--- config.mk ---
export PLATFORM = sky130hd
export DESIGN_NAME = usb_ep_controller_flat
export DESIGN_NICKNAME = d
export VERILOG_FILES = /design/src/usb_ep_pkg.sv /design/src/ep_ctrl_if.sv /design/src/usb_ep_controller.sv /design/src/flat_wrapper.sv
export SDC_FILE = /design/constraint.sdc
export NUM_CORES = 1
export LEC_CHECK = 0
export ABC_AREA = 1
export CAP_MARGIN = 25
export CORE_MARGIN = 5
export CORE_UTILIZATION = 63
export DETAILED_ROUTE_END_ITERATION = 16
export DONT_BUFFER_PORTS = 1
export PLACE_DENSITY = 0.84
export SLEW_MARGIN = 20
export SYNTH_ARGS = -nofsm -noshare
export SYNTH_HDL_FRONTEND = slang
export SYNTH_SLANG_ARGS = --single-unit
--- constraint.sdc ---
create_clock -name pclk -period 1.4 [get_ports pclk]
set_input_delay 0.14 -clock pclk [delete_from_list [all_inputs] [get_ports pclk]]
set_output_delay 0.14 -clock pclk [all_outputs]
set_load 0.005 [all_outputs]
--- src/usb_ep_pkg.sv ---
package usb_ep_pkg;

  // Endpoint window
  localparam int          NUM_EP         = 4;
  localparam int          EP_IDX_W       = 2;
  localparam logic [7:0]  ADDR_INDEX     = 8'hC7;
  localparam logic [7:0]  ADDR_STATUS    = 8'hCE;
  localparam logic [7:0]  ADDR_CONTROL   = 8'hD4;
  localparam logic [7:0]  INDEX_MASK     = 8'h03;
  localparam logic [7:0]  INDEX_RESET    = 8'h00;
  localparam logic [7:0]  CONTROL_RESET  = 8'h00;

  // Control byte fields
  localparam int          BIT_ACTIVE     = 7;
  localparam int          BIT_NAK_IE     = 6;
  localparam int          BIT_NAK_OUT    = 5;
  localparam int          BIT_NAK_IN     = 4;
  localparam int          BIT_TOGGLE     = 3;
  localparam int          BIT_DIR        = 2;
  localparam int          TYPE_LSB       = 0;
  localparam logic [1:0]  TYPE_CONTROL   = 2'h0;
  localparam logic [1:0]  TYPE_ISO       = 2'h1;
  localparam logic [1:0]  TYPE_BULK      = 2'h2;

  // Endpoint 0 setup written after every reset
  localparam logic [7:0]  EP0_INIT_CTRL  = 8'h80;

  // Controller APB map
  localparam logic [7:0]  APB_CMD        = 8'h00;
  localparam logic [7:0]  APB_STATUS     = 8'h04;
  localparam logic [7:0]  APB_IRQ_STAT   = 8'h08;
  localparam logic [7:0]  APB_IRQ_CLR    = 8'h0C;
  localparam logic [7:0]  APB_IRQ_EN     = 8'h10;
  localparam int          CMD_ADDR_LSB   = 0;
  localparam int          CMD_DATA_LSB   = 8;
  localparam int          CMD_WRITE_BIT  = 16;
  localparam int          STAT_BUSY_BIT  = 0;
  localparam int          STAT_INIT_BIT  = 1;
  localparam int          STAT_DATA_LSB  = 8;
  localparam int          IRQ_W          = 3;
  localparam int          IRQ_OP_DONE    = 0;
  localparam int          IRQ_DEV        = 1;
  localparam int          IRQ_BUS_RST    = 2;
  localparam logic [2:0]  IRQ_EN_RESET   = 3'h0;

  typedef enum logic [2:0] {
    ST_INIT_IDX = 3'b000,
    ST_INIT_CON = 3'b001,
    ST_IDLE     = 3'b010,
    ST_READ1    = 3'b011,
    ST_READ2    = 3'b100
  } ctl_state_t;

endpackage

--- src/ep_ctrl_if.sv ---
`timescale 1ns/1ns
interface ep_ctrl_if (
  input wire logic pclk,
  input wire logic presetn
);
  logic [7:0] sfr_addr;
  logic       sfr_wr;
  logic       sfr_rd;
  logic [7:0] sfr_wdata;
  logic [7:0] sfr_rdata;
  logic       usb_irq;
  logic       bus_rst_seen;

  modport dev (
    input  pclk, presetn, sfr_addr, sfr_wr, sfr_rd, sfr_wdata,
    output sfr_rdata, usb_irq, bus_rst_seen
  );

  modport ctl (
    input  pclk, presetn, sfr_rdata, usb_irq, bus_rst_seen,
    output sfr_addr, sfr_wr, sfr_rd, sfr_wdata
  );
endinterface

--- src/usb_ep_controller.sv ---
// Chosen here: the APB interface to the registers.
`timescale 1ns/1ns
module usb_ep_controller
  import usb_ep_pkg::*;
(
  // Endpoint register port
  ep_ctrl_if.ctl        bus,
  // APB slave
  input  wire logic        psel,
  input  wire logic        penable,
  input  wire logic        pwrite,
  input  wire logic [7:0]  paddr,
  input  wire logic [31:0] pwdata,
  output logic      [31:0] prdata,
  output logic             pready,
  output logic             pslverr,
  // Interrupt
  output logic             irq
);

  ctl_state_t         state_reg;
  logic               cmd_pend_reg;
  logic               cmd_write_reg;
  logic [7:0]         cmd_addr_reg;
  logic [7:0]         cmd_data_reg;
  logic [7:0]         rd_data_reg;
  logic               init_done_reg;
  logic               reinit_reg;
  logic               dev_irq_d_reg;
  logic [IRQ_W-1:0]   irq_stat_reg;
  logic [IRQ_W-1:0]   irq_en_reg;
  logic               apb_done;
  logic               apb_wr;
  logic               busy;
  logic               mapped;
  logic [IRQ_W-1:0]   ev;
  logic [31:0]        rd_mux;

  // Zero-wait would need a combinational pready; one wait keeps it registered
  assign apb_done = psel && penable && pready;
  assign apb_wr   = apb_done && pwrite;
  // Pending re-init counts as busy so a poll cannot slip in before it
  assign busy     = cmd_pend_reg || reinit_reg || bus.bus_rst_seen || (state_reg != ST_IDLE);
  assign mapped   = (paddr == APB_CMD) || (paddr == APB_STATUS) || (paddr == APB_IRQ_STAT)
                    || (paddr == APB_IRQ_CLR) || (paddr == APB_IRQ_EN);

  ////////////////////////////////////////////////////////////////////////////
  always_comb begin
    rd_mux = 32'h0000_0000;
    unique case (paddr)
      APB_CMD: begin
        rd_mux[CMD_ADDR_LSB +: 8] = cmd_addr_reg;
        rd_mux[CMD_DATA_LSB +: 8] = cmd_data_reg;
        rd_mux[CMD_WRITE_BIT]     = cmd_write_reg;
      end
      APB_STATUS: begin
        rd_mux[STAT_BUSY_BIT]      = busy;
        rd_mux[STAT_INIT_BIT]      = init_done_reg;
        rd_mux[STAT_DATA_LSB +: 8] = rd_data_reg;
      end
      APB_IRQ_STAT: rd_mux[IRQ_W-1:0] = irq_stat_reg;
      APB_IRQ_EN:   rd_mux[IRQ_W-1:0] = irq_en_reg;
      default:      rd_mux = 32'h0000_0000;
    endcase
  end

  always_ff @(posedge bus.pclk or negedge bus.presetn) begin
    if (!bus.presetn) begin
      pready  <= 1'b0;
      prdata  <= 32'h0000_0000;
      pslverr <= 1'b0;
    end else begin
      pready  <= psel && penable && !pready;
      prdata  <= rd_mux;
      pslverr <= psel && penable && !pready && !mapped;
    end
  end

  ////////////////////////////////////////////////////////////////////////////
  // Command capture; a command while busy is dropped
  always_ff @(posedge bus.pclk or negedge bus.presetn) begin
    if (!bus.presetn) begin
      cmd_pend_reg  <= 1'b0;
      cmd_write_reg <= 1'b0;
      cmd_addr_reg  <= 8'h00;
      cmd_data_reg  <= 8'h00;
    end else if (apb_wr && (paddr == APB_CMD) && !busy) begin
      cmd_pend_reg  <= 1'b1;
      cmd_write_reg <= pwdata[CMD_WRITE_BIT];
      cmd_addr_reg  <= pwdata[CMD_ADDR_LSB +: 8];
      cmd_data_reg  <= pwdata[CMD_DATA_LSB +: 8];
    end else if (state_reg == ST_IDLE && !reinit_reg) begin
      cmd_pend_reg  <= 1'b0;
    end
  end

  // Bus reset seen while busy is kept for later
  always_ff @(posedge bus.pclk or negedge bus.presetn) begin
    if (!bus.presetn) begin
      reinit_reg <= 1'b0;
    end else if (bus.bus_rst_seen) begin
      reinit_reg <= 1'b1;
    end else if (state_reg == ST_IDLE) begin
      reinit_reg <= 1'b0;
    end
  end

  ////////////////////////////////////////////////////////////////////////////
  // Sequencer; strobes are one-cycle pulses
  always_ff @(posedge bus.pclk or negedge bus.presetn) begin
    if (!bus.presetn) begin
      state_reg     <= ST_INIT_IDX;
      bus.sfr_wr    <= 1'b0;
      bus.sfr_rd    <= 1'b0;
      bus.sfr_addr  <= 8'h00;
      bus.sfr_wdata <= 8'h00;
      rd_data_reg   <= 8'h00;
      init_done_reg <= 1'b0;
    end else begin
      bus.sfr_wr <= 1'b0;
      bus.sfr_rd <= 1'b0;
      unique case (state_reg)
        ST_INIT_IDX: begin
          bus.sfr_wr    <= 1'b1;
          bus.sfr_addr  <= ADDR_INDEX;
          bus.sfr_wdata <= INDEX_RESET;
          init_done_reg <= 1'b0;
          state_reg     <= ST_INIT_CON;
        end
        ST_INIT_CON: begin
          bus.sfr_wr    <= 1'b1;
          bus.sfr_addr  <= ADDR_CONTROL;
          bus.sfr_wdata <= EP0_INIT_CTRL;
          init_done_reg <= 1'b1;
          state_reg     <= ST_IDLE;
        end
        ST_IDLE: begin
          if (reinit_reg) begin
            state_reg <= ST_INIT_IDX;
          end else if (cmd_pend_reg && cmd_write_reg) begin
            bus.sfr_wr   <= 1'b1;
            bus.sfr_addr <= cmd_addr_reg;
            bus.sfr_wdata <= (cmd_addr_reg == ADDR_INDEX) ? (cmd_data_reg & INDEX_MASK)
                                                           : cmd_data_reg;
          end else if (cmd_pend_reg) begin
            bus.sfr_rd   <= 1'b1;
            bus.sfr_addr <= cmd_addr_reg;
            state_reg    <= ST_READ1;
          end
        end
        ST_READ1: state_reg <= ST_READ2;
        ST_READ2: begin
          rd_data_reg <= bus.sfr_rdata;
          state_reg   <= ST_IDLE;
        end
        default: state_reg <= ST_IDLE;
      endcase
    end
  end

  ////////////////////////////////////////////////////////////////////////////
  // Interrupt status; set beats clear
  always_comb begin
    ev              = '0;
    ev[IRQ_OP_DONE] = (state_reg == ST_READ2)
                      || (state_reg == ST_IDLE && !reinit_reg && cmd_pend_reg && cmd_write_reg);
    ev[IRQ_DEV]     = bus.usb_irq && !dev_irq_d_reg;
    ev[IRQ_BUS_RST] = bus.bus_rst_seen;
  end

  always_ff @(posedge bus.pclk or negedge bus.presetn) begin
    if (!bus.presetn) begin
      dev_irq_d_reg <= 1'b0;
      irq_stat_reg  <= '0;
      irq_en_reg    <= IRQ_EN_RESET;
      irq           <= 1'b0;
    end else begin
      dev_irq_d_reg <= bus.usb_irq;
      if (apb_wr && (paddr == APB_IRQ_CLR)) begin
        irq_stat_reg <= ev | (irq_stat_reg & ~pwdata[IRQ_W-1:0]);
      end else begin
        irq_stat_reg <= ev | irq_stat_reg;
      end
      if (apb_wr && (paddr == APB_IRQ_EN)) begin
        irq_en_reg <= pwdata[IRQ_W-1:0];
      end
      irq <= |(irq_stat_reg & irq_en_reg);
    end
  end

endmodule

--- src/flat_wrapper.sv ---
// flat-port wrapper written by rule: the top's interface ports become plain ports
module usb_ep_controller_flat import usb_ep_pkg::*;
  (psel, penable, pwrite, paddr, pwdata, prdata, pready, pslverr, irq, pclk, presetn, bus_sfr_rdata, bus_usb_irq, bus_bus_rst_seen, bus_sfr_addr, bus_sfr_wr, bus_sfr_rd, bus_sfr_wdata);
  ep_ctrl_if bus_i (.pclk(pclk), .presetn(presetn));
  input  wire logic psel;
  input  wire logic penable;
  input  wire logic pwrite;
  input  wire logic [7:0] paddr;
  input  wire logic [31:0] pwdata;
  output logic      [31:0] prdata;
  output logic pready;
  output logic pslverr;
  output logic irq;
  input wire logic pclk;
  input wire logic presetn;
  input wire logic [$bits(bus_i.sfr_rdata)-1:0] bus_sfr_rdata;
  input wire logic [$bits(bus_i.usb_irq)-1:0] bus_usb_irq;
  input wire logic [$bits(bus_i.bus_rst_seen)-1:0] bus_bus_rst_seen;
  output wire logic [$bits(bus_i.sfr_addr)-1:0] bus_sfr_addr;
  output wire logic [$bits(bus_i.sfr_wr)-1:0] bus_sfr_wr;
  output wire logic [$bits(bus_i.sfr_rd)-1:0] bus_sfr_rd;
  output wire logic [$bits(bus_i.sfr_wdata)-1:0] bus_sfr_wdata;
  assign bus_i.sfr_rdata = bus_sfr_rdata;
  assign bus_i.usb_irq = bus_usb_irq;
  assign bus_i.bus_rst_seen = bus_bus_rst_seen;
  assign bus_sfr_addr = bus_i.sfr_addr;
  assign bus_sfr_wr = bus_i.sfr_wr;
  assign bus_sfr_rd = bus_i.sfr_rd;
  assign bus_sfr_wdata = bus_i.sfr_wdata;
  usb_ep_controller u_core (.bus(bus_i), .psel(psel), .penable(penable), .pwrite(pwrite), .paddr(paddr), .pwdata(pwdata), .prdata(prdata), .pready(pready), .pslverr(pslverr), .irq(irq));
endmodule
# == Word-level counts from Yosys, hierarchy flattened ==
# Index checks and enable logic that the tools add are counted.
# classes
n_div,0
shifts,0
n_mux,30
n_bitwise,5
reduce_logical,38
n_mul,0
eq_ne,15
order_cmp,0
addsub,0
# op_table
cell,count
two-way mux 8 bit,6
one-hot mux 8 bit (3 select lines),2
equality test 8 x 4 -> 1 bit (second input constant),2
one-hot mux 8 bit (2 select lines),1
logical AND 1 bit,14
two-way mux 3 bit,4
two-way mux 1 bit,11
!= test 3 x 2 -> 1 bit (second input constant),3
one-hot mux 3 bit (3 select lines),1
equality test 8 x 3 -> 1 bit (second input constant),1
equality test 8 x 5 -> 1 bit (second input constant),1
equality test 8 bit (second input constant),1
logical NOT 8 bit,1
logical OR 1 bit,8
one-hot mux 2 bit (4 select lines),1
bitwise AND 3 bit,2
equality test 3 x 2 -> 1 bit (second input constant),2
bitwise OR 3 bit,2
AND reduction 3 bit,2
nonzero test 2 bit,3
logical NOT 1 bit,5
two-way mux 5 bit,1
!= test 2 bit (second input constant),2
one-hot mux 1 bit (2 select lines),2
other kinds (10),10
# word_totals
latch_bits,0
ram_bits,0
n_memories,0
in_bits,55
mem_bits_ro,0
regBits,76

# == Depth between registers and ports, before layout ==
# Gate-level depths: netlist of the first run.
# depth
word_depth,7
depth_mapped,9
mapped_depth_nobuf,8

# == Least setup slack after synthesis of the first run ==
# OpenSTA, ideal clock, no wires.
# synth_timing
path_kind,register -> register
start,register u_core.cmd_pend_reg
end,register u_core.cmd_write_reg
setup_ns,0.117
slack_ns,0.112
arrival_time_ns,1.171
path_stages_with_launch,8
synth_period_minus_slack_ns,1.288
path_cell_list,dfrtp_1 > nor2_1 > nand2_1 > nor2_4 > nand3_4 > buf_6 > nand2_1 > nand2_1
# synth_via
elab_chain_cells,5
# synth_rtl
element,line_no,source
start: declaration,usb_ep_controller.sv:22,logic cmd_pend_reg;
start signal: assignment,usb_ep_controller.sv:83,cmd_pend_reg <= 1'b0;
start signal: assignment,usb_ep_controller.sv:88,cmd_pend_reg <= 1'b1;
start signal: assignment,usb_ep_controller.sv:93,cmd_pend_reg <= 1'b0;
logical OR 1 bit (3 in a row),usb_ep_controller.sv:43,assign busy = cmd_pend_reg || reinit_reg || bus.bus_rst_seen || (state_reg != ST_IDLE);
logical NOT 1 bit,usb_ep_controller.sv:87,end else if (apb_wr && (paddr == APB_CMD) && !busy) begin
logical AND 1 bit,usb_ep_controller.sv:87,
end signal: assignment,usb_ep_controller.sv:89,cmd_write_reg <= pwdata[CMD_WRITE_BIT];
end: declaration,usb_ep_controller.sv:23,logic cmd_write_reg;
# Every way passes these cells.
# A chain may end at the register's enable or synchronous reset.

# == Worst setup path in the final report of the first run ==
# layout_timing
start,register u_core.state_reg[2]
end,register u_core.cmd_addr_reg[3]
# layout_via
elab_chain_cells,4
# layout_rtl
element,line_no,source
start: declaration,usb_ep_controller.sv:21,ctl_state_t state_reg;
start signal: assignment,usb_ep_controller.sv:112,state_reg <= ST_INIT_IDX;
start signal: assignment,usb_ep_controller.sv:128,state_reg <= ST_INIT_CON;
start signal: assignment,usb_ep_controller.sv:135,state_reg <= ST_IDLE;
!= test 3 x 2 -> 1 bit,usb_ep_controller.sv:43,
logical OR 1 bit,usb_ep_controller.sv:43,
logical NOT 1 bit,usb_ep_controller.sv:87,
logical AND 1 bit,usb_ep_controller.sv:87,
end signal: assignment,usb_ep_controller.sv:90,cmd_addr_reg <= pwdata[CMD_ADDR_LSB +: 8];
end: declaration,usb_ep_controller.sv:24,logic [7:0] cmd_addr_reg;
# Every way passes these cells.

==> impl_results.md, run 1 <==
- Slew Viols, Final: 0
- Max stage delay cell, worst path: dfrtp_1
- Clock Skews: 9.88 ps
- Num rows: 27
- Top cell type's share of synthesized area: 0.543
- Max FFs per register: 17
- Hold Vio Cnt, Final: 76
- Largest net degree at the start of global routing: 77
- Kind of critical path: flip-flop to flip-flop
- Core area: 0.00544 mm2
- # setup viols final: 1
- FF+latch count, synth: 76
- Final setup margin: -0.498 ps
- Drt first pass iters: 5
- Critical path depth: 7
- Clock root cell: clkbuf_8
- Crit path cell chain: inv_2 > nand3_4 > nor2_4 > buf_12 > nand3_4 > nand2_1 > nand2_1
- Routed len/inst: 15.0 um
- RSZ-0062 raised after global routing: yes
- Final WL: 8450 um
- Die Y: 84.5 um
- WP data arrival: 1640 ps
- Worst VDD drop: 0.777 mV
- Initial antenna violation count: 0
- Overflow after GRT: 0
- Delay-heaviest family, CP: simple AND/OR/NAND/NOR gates
- TritonCTS Sinks: 76
- Top cells by area, synth: dfrtp_1 (54%), nand2_1 (19%), buf_4 (4.3%)
- Placed cell count: 506
- Post-CTS Hold Fix Bufs: 29
- Netlist cell types: 23
- R2R depth: 7
- WP buf/inv: 2
- Total Routing Usage GR: 0.232
- Leakage: 2.27 nW
- Maximum achievable frequency: 714 MHz
- Vias per cell: 5.43
- Input/output buffers: 0
- Largest Register: u_core.prdata
- First-pass GRT wire length: 13,100 um
- Area Growth Syn to Fin: 21.2%
- Cell area power density: 1470 mW/mm2
- Setup TNS: -0.498 ps
- Final design utilization: 0.780
- Post-synthesis sequential area ratio: 0.543
- Clock Path Buffers: 2
- Outcome: complete, but fails checks
- Clock latency on the worst-skew pair: 350 ps
- Clock buffer count from CTS: 9
- Hold WC Path Type: input port to async pin
- Post-route DRC: 0
- Cell Area, Synth: 0.00350 mm2
- Share of cells above drive strength 1: 0.135
- Worst Setup Start Kind: flip-flop
- Failing checks: negative hold slack, negative setup slack
- Final Non-Filler Cells: 562
- Area leader, netlist: dfrtp_1
- Final nets: 540
- H-tree depth: 3
- Clock slew at reported path FFs: 80 ps
- Req. time, crit path: 1640 ps
- Initial detailed-routing violation count: 272
- Final period utilization: 1.00
- Die Wd: 84.5 um
- Syn_area_per_cell: 8.16 um2
- Number of inserted diodes: 0
- Post-route ant nets: 0
- Io pins: 108
- Total power: 0.00624 W
- Worst path max stage delay: 410 ps
- Crit-path max FO: 9
- Die Area: 0.00715 mm2
- Worst setup EP type: flip-flop
- Dpl hpwl: 5530 um
- Vias in the first global route: 2,784
- CTS tree: yes
- Tmin final: 1400 ps
- Starting density of the core: 0.643
- Synth Warn #: 0
- Post-Syn Instances: 429
- GPL Wtd Cong: 0.865
- Hold_ws: -525 ps
- DR vias: 3,051
- MaxCap Viol Count: 0
==> layout make-up <==
cell class                      instances  area, um2
Inverter                               39        146
Fill cell                             342       1200
Timing Repair Buffer                   54        510
Tap cell                               72       90.1
Multi-Input combinational cell        305       1380
Clock buffer                           10        138
Sequential cell                        76       1900
Clock inverter                          6       71.3
==> kinds of logic (layout without fill, tap and decap cells) <==
| group | count (synthesis) | count (layout) | synth area share |
|---|---|---|---|
| AO/OA/AOI/OAI | 12 | 12 | 0.0179 |
| buffers and inverters | 64 | 109 | 0.0937 |
| other | 1 | 15 | 0.00107 |
| flip-flops | 76 | 76 | 0.543 |
| AND/OR/NAND/NOR | 276 | 278 | 0.344 |
==> through the flow <==
stage               cell area, um2  setup WS [ps]
global placement              3590           28.7
global route                  4240          -47.4
detailed placement            3590          -27.7
finish                        4240         -0.498
floorplan                     3550            112
CTS                           4100           5.54
==> cells in the mapped netlist <==
cell      count
buf_2         4
nor2_8        1
nand4_1      17
dfrtp_1      76
nor2_4        2
buf_6         1
inv_1        35
clkinv_1      1
nand3_1      29
or2_2         1
a21oi_1       3
nor2_2        1
nor3_1        1
o211ai_1      1
conb_1        1
o21ai_0       8
nand2_1     179
nand3b_1      3
nand2_2       5
nand3_4       2
nor2_1       35
buf_4        20
inv_2         3
==> path summary, 6_finish.rpt <==
path                                        from                     end  slack, ps
max                          u_core.state_reg[2]  u_core.cmd_addr_reg[3]       -0.5
min                                      presetn  u_core.cmd_data_reg[3]       -530
max reg2reg                  u_core.state_reg[2]  u_core.cmd_addr_reg[3]       -0.5
min reg2reg                u_core.rd_data_reg[2]       u_core.prdata[10]        470
max in group asynchronous                presetn       u_core.prdata[15]       1820
min in group pclk                       paddr[3]          u_core.pslverr         10
==> where the power goes <==
part | internal [W] | total, W | switching [W]
clock | 0.000883 | 0.00173 | 0.000844
sequential | 0.00252 | 0.00276 | 0.000236
combinational | 0.000728 | 0.00175 | 0.00102
==> what timing repair did <==
action,4_1_cts,5_1_grt
setup buffers,1,8
resized for setup,0,17
pin swaps,2,5
endpoints found under the setup margin,17,36
hold endpoints to repair,109,76
gates cloned,0,2
==> placed cells by master, fill, tap and decap left out, drive strengths merged <==
cell type,instances
clkinv,3
clkinvlp,2
or2,1
bufinv,1
inv,39
nand3b,3
nor2,39
nand4,17
o211ai,1
o21ai,8
nand3,33
a21oi,3
dlygate4sd3,29
clkbuf,10
dfrtp,76
conb,15
buf,25
nor3,1
nand2,184
==> layer usage <==
layer  vias up  GRT usage  part of all wire
met5         -          0                 0
met4         0      0.124             0.031
met3        28     0.0491             0.080
met2       165      0.354              0.49
met1      1441      0.312              0.40
li1       1417          -                 -
Power figures use the tool's default switching activity.
==> run 2, diff against run 1 <==
- CORE_UTILIZATION: 63 -> 57
- PLACE_DENSITY: 0.84 -> 0.8
- clock period: 1.4 -> 1.25 ns (I/O delays scaled with it)
==> run 2 against run 1 <==
  * The run still ends with negative hold slack, negative setup slack left
  * First-iteration DRC count increased by 18%
  * Clock skew increased by 0.66 ps
  * Via count increased by 4.9%
  * Sequential cell count unchanged
  * Cell count increased by 2.8%
  * Die area increased by 9.3%
  * Setup slack got worse by 110 ps
  * Critical path type unchanged
  * Core utilization decreased by 4.4 points
  * Non-clock buffer count increased by 13
  * Worst hold slack got worse by 23 ps
  * Global-route usage increased by 1.4 points
  * Register-to-register slack got worse by 110 ps
==> impl_results.md, run 2 (same netlist as run 1, synthesis figures left out) <==
- Outcome: complete, but fails checks
- Failing checks: negative hold slack, negative setup slack
- Number of inserted diodes: 0
- Clock slew at reported path FFs: 80 ps
- Input/output buffers: 0
- Vias in the first global route: 3,098
- Crit path cell chain: inv_2 > nand3_4 > nor2_4 > buf_4 > nand3_4 > nand2_1 > nand2_1
- Die Y: 88.4 um
- Seq pwr share: 0.406
- Commonest non-fill, non-tap cell in the layout: nand2_1
- Clock Skews: 10.5 ps
- Post-route ant nets: 0
- Cell-internal power: 0.00523 W
- Total Routing Usage GR: 0.246
- Delay-heaviest family, CP: simple AND/OR/NAND/NOR gates
- Vias per cell: 5.53
- Die Wd: 88.4 um
- R2R depth: 7
- Req. time, crit path: 1490 ps
- Dpl ws: -93.4 ps
- Clock latency on the worst-skew pair: 360 ps
- Final period utilization: 1.09
- Core area: 0.00596 mm2
- Clock Path Buffers: 2
- Post-route DRC: 0
- Max FFs per register: 17
- Logic pwr share: 0.288
- Switching Share: 0.316
- Final WL: 9410 um
- Clock root cell: clkbuf_8
- Largest Register: u_core.prdata
- Worst setup EP type: flip-flop
- Kind of critical path: flip-flop to flip-flop
- Final nets: 553
- Worst VDD drop: 1.01 mV
- Routed len/inst: 16.3 um
- Num rows: 28
- Final setup margin: -107 ps
- WP data arrival: 1600 ps
- Critical path depth: 7
- Leakage: 2.36 nW
- # setup viols final: 42
- TritonCTS Sinks: 76
- Maximum achievable frequency: 737 MHz
- Starting density of the core: 0.588
- Switch Pwr: 0.00242 W
- Dpl hpwl: 5780 um
- Worst path max stage delay: 400 ps
- Cell area power density: 1740 mW/mm2
- Hold_ws: -548 ps
- Post-CTS Hold Fix Bufs: 29
- Clk pwr share: 0.306
- Initial detailed-routing violation count: 321
- Fill cells: 415
- Drt first pass iters: 7
- Share of cells above drive strength 1: 0.159
- H-tree depth: 3
- Hold WC Path Type: input port to async pin
- Hold Vio Cnt, Final: 76
- GPL Wtd Cong: 0.880
- Setup TNS: -1790 ps
- Largest net degree at the start of global routing: 77
- Worst Setup Start Kind: flip-flop
- Area Growth Syn to Fin: 25.3%
- Initial antenna violation count: 0
- First-pass GRT wire length: 14,700 um
- FF/Latch Area: 0.00190 mm2
- RSZ-0062 raised after global routing: yes
- Io pins: 108
- Most frequent cells in the layout: nand2_1 (176), dfrtp_1 (75), inv_1 (33)
- Slew Viols, Final: 0
- MaxCap Viol Count: 0
- Multi-input combinational cell area: 0.00139 mm2
- Overflow after GRT: 0
- DR vias: 3,199
- Crit-path max FO: 9
- Tmin final: 1360 ps
- Max stage delay cell, worst path: dfrtp_1
- CTS tree: yes
- Die Area: 0.00781 mm2
- Clock buffer count from CTS: 9
- WP buf/inv: 2
## run 2: area by class of cell
type | count | area share
Clock buffer | 12 | 0.0354
Clock inverter | 4 | 0.0217
Inverter | 39 | 0.0334
Multi-Input combinational cell | 305 | 0.316
Sequential cell | 76 | 0.434
Tap cell | 75 | 0.0214
Timing Repair Buffer | 67 | 0.139
## run 2: stage by stage
step           instance area [um2]  utilization  power (W)  instances
6_report                      4390        0.737    0.00765        578
5_1_grt                       4390        0.737    0.00800        578
4_1_cts                       4330        0.727    0.00747        575
3_5_place_dp                  3680        0.618    0.00488        520
3_3_place_gp                  3680        0.618    0.00478        520
2_1_floorplan                 3550            -    0.00424        443
## run 2: path summary, 6_finish.rpt
check / start / end / slack, ps
setup / recovery: u_core.state_reg[0] / u_core.cmd_addr_reg[7] / -110
hold / removal: presetn / u_core.cmd_addr_reg[4] / -550
setup reg to reg: u_core.state_reg[0] / u_core.cmd_addr_reg[7] / -110
hold reg to reg: u_core.cmd_addr_reg[4] / u_core.cmd_addr_reg[4] / 480
max in group asynchronous: presetn / u_core.rd_data_reg[7] / 1690
min in group pclk: paddr[3] / u_core.pslverr / 30
## run 2: worst reg2reg max path, cell delays in order, from the launching register on
cell and delay, ps:
dfrtp_1 400, inv_2 90, nand3_4 130, nor2_4 140
buf_4 150, nand3_4 160, nand2_1 120, nand2_1 60
## run 2: metal layers
metal | vias to the layer above | track usage | wire length, um
met5 | - | 0 | 0
li1 | 1449 | - | -
met3 | 33 | 0.0605 | 865
met1 | 1546 | 0.287 | 3460
met4 | 0 | 0.114 | 283
met2 | 171 | 0.428 | 4800
## run 2: power groups by stage
stage                     logic [W]  registers, W  clock network [W]
after floorplan             0.00118       0.00306                  0
after global placement      0.00167       0.00310                  0
after detailed placement    0.00176       0.00313                  0
after CTS                   0.00205       0.00309            0.00233
after global routing        0.00241       0.00315            0.00244
final                       0.00221       0.00311            0.00234
## run 2: timing repair
item,4_1_cts,5_1_grt
gates cloned,3,1
hold endpoints to repair,109,76
resized for setup,11,11
setup buffers,7,2
pin swaps,5,0
setup endpoints to repair,35,49
==> run 3, diff against run 2 <==
- HOLD_SLACK_MARGIN: default -> 0.06
==> run 3 against run 2 <==
  * The flow still finishes with violations (negative hold slack, negative setup slack)
  * Cell count increased by 0.17%
  * Sequential power about the same
  * Critical path depth unchanged
  * Clock skew decreased by 1.8 ps
  * First-iteration DRC count increased by 0.31%
  * Sequential cell count unchanged
  * Clock-buffer cell count unchanged
  * Sequential share of layout area decreased by 0.25 points
  * Total power decreased by 0.41%
  * Clock power about the same
  * Routed wire length increased by 0.53%
  * Die area unchanged
  * Largest cell class unchanged
==> impl_results.md, run 3 (same netlist as run 1, synthesis figures left out) <==
- Outcome: complete, but fails checks
- Failing checks: negative hold slack, negative setup slack
- # setup viols final: 31
- Slew Viols, Final: 0
- Input/output buffers: 0
- Worst path max stage delay: 400 ps
- CTS tree: yes
- Clock buffer count from CTS: 9
- Post-route DRC: 0
- Clock latency on the worst-skew pair: 350 ps
- Core area: 0.00596 mm2
- Final setup margin: -97.7 ps
- Most frequent cells in the layout: nand2_1 (173), dfrtp_1 (75), inv_1 (33)
- WP buf/inv: 2
- Vias per cell: 5.45
- Setup TNS: -1140 ps
- Routed len/inst: 16.3 um
- H-tree depth: 3
- Cell area power density: 1730 mW/mm2
- Die Area: 0.00781 mm2
- Hold_ws: -544 ps
- Share of cells above drive strength 1: 0.163
- Vias in the first global route: 3,131
- Overflow after GRT: 0
- WP data arrival: 1590 ps
- Req. time, crit path: 1490 ps
- Final period utilization: 1.08
- RSZ-0062 raised after global routing: yes
- R2R depth: 7
- R2R Path End: u_core.cmd_addr_reg[7]
- Die Wd: 88.4 um
- Kind of critical path: flip-flop to flip-flop
- Clock Path Buffers: 2
- Die Y: 88.4 um
- Worst VDD drop: 1.01 mV
- Commonest non-fill, non-tap cell in the layout: nand2_1
- Max FFs per register: 17
- Largest Register: u_core.prdata
- Reg2Reg Setup Slack: -100 ps
- Delay-heaviest family, CP: simple AND/OR/NAND/NOR gates
- Clock root cell: clkbuf_8
- Leakage: 2.39 nW
- Io pins: 108
- Area Growth Syn to Fin: 26.1%
- Dpl hpwl: 5780 um
- Starting density of the core: 0.588
- Num rows: 28
- Total Routing Usage GR: 0.250
- Largest net degree at the start of global routing: 77
- Clock Skews: 8.71 ps
- Clock slew at reported path FFs: 80 ps
- Hold Vio Cnt, Final: 76
- Worst setup EP type: flip-flop
- TritonCTS Sinks: 76
- First-pass GRT wire length: 14,900 um
- Maximum achievable frequency: 742 MHz
- Initial detailed-routing violation count: 322
- Post-CTS Hold Fix Bufs: 31
- GPL Wtd Cong: 0.880
- Max stage delay cell, worst path: dfrtp_1
- MaxCap Viol Count: 0
- Tmin final: 1350 ps
- R2R Path Start: u_core.state_reg[0]
- Drt first pass iters: 5
- Final WL: 9460 um
- Post-route ant nets: 0
- Number of inserted diodes: 0
- Worst Setup Start Kind: flip-flop
- Crit-path max FO: 9
- Final nets: 554
- Initial antenna violation count: 0
- Crit path cell chain: inv_2 > nand3_4 > nor2_4 > buf_4 > nand3_4 > nand2_1 > nand2_1
- DR vias: 3,153
- Total power: 0.00762 W
- Hold WC Path Type: input port to async pin
==> run 3: cell types whose count changed in the layout (fill, tap and decap cells not counted), sizes merged <==
| cell | before | now |
|---|---|---|
| dlygate4sd3 | 29 | 31 |
| buf | 38 | 37 |
==> run 3: layout make-up <==
type | count | area (um2)
well taps | 75 | 93.8
flip-flops and latches | 76 | 1900
clock buffers | 12 | 155
clock inverters | 4 | 95.1
repair buffers | 68 | 621
fillers | 413 | 1540
inverters | 39 | 146
multi-input cells | 305 | 1400
==> run 3: how the worst max path moves through the flow <==
| stage | from | endpoint | slack (ps) | depth (start not counted) |
|---|---|---|---|---|
| floorplan | u_core.state_reg[2] | u_core.cmd_write_reg | -40 | 7 |
| global placement | u_core.state_reg[0] | u_core.bus.sfr_wdata[5] | -50 | 7 |
| detailed placement | u_core.state_reg[0] | u_core.bus.sfr_wdata[5] | -90 | 8 |
| CTS | u_core.state_reg[0] | u_core.bus.sfr_wdata[2] | -20 | 8 |
| global route | u_core.state_reg[0] | u_core.cmd_addr_reg[1] | -140 | 7 |
| finish | u_core.state_reg[0] | u_core.cmd_addr_reg[7] | -100 | 7 |
==> run 3: worst reg2reg max path, cell delays in order (launching register included) <==
cell	delay, ps
dfrtp_1	400
inv_2	90
nand3_4	120
nor2_4	140
buf_4	150
nand3_4	160
nand2_1	120
nand2_1	60
==> run 3: power by group <==
group          switching (W)  internal (W)
registers           0.000284       0.00283
clock network       0.000890       0.00143
logic                0.00121      0.000977
total                0.00239       0.00524
==> run 3: metal layers <==
layer  global-route usage  share of wire  wire (um)  vias to the layer above
met2                0.434           0.51       4840                      130
li1                     -              -          -                     1452
met4                0.117          0.021        203                        0
met3               0.0605          0.078        740                       28
met5                    0              0          0                        -
met1                0.292           0.39       3670                     1543
==> run 3: what timing repair did <==
item / 4_1_cts / 5_1_grt
cloned: 3 / 1
endpoints found under the hold margin: 112 / 76
resized for setup: 11 / 15
pin swaps: 5 / 4
setup endpoints to repair: 35 / 48
setup buffers: 7 / 1
==> run 3: through the flow <==
| stage | area [um2] | setup slack [ps] | util | cells |
|---|---|---|---|---|
| 2_1_floorplan | 3550 | -37.2 | - | 443 |
| 3_3_place_gp | 3680 | -51.4 | 0.618 | 520 |
| 3_5_place_dp | 3680 | -93.4 | 0.618 | 520 |
| 4_1_cts | 4350 | -24.0 | 0.731 | 577 |
| 5_1_grt | 4410 | -139 | 0.741 | 579 |
| 6_report | 4410 | -97.7 | 0.741 | 579 |
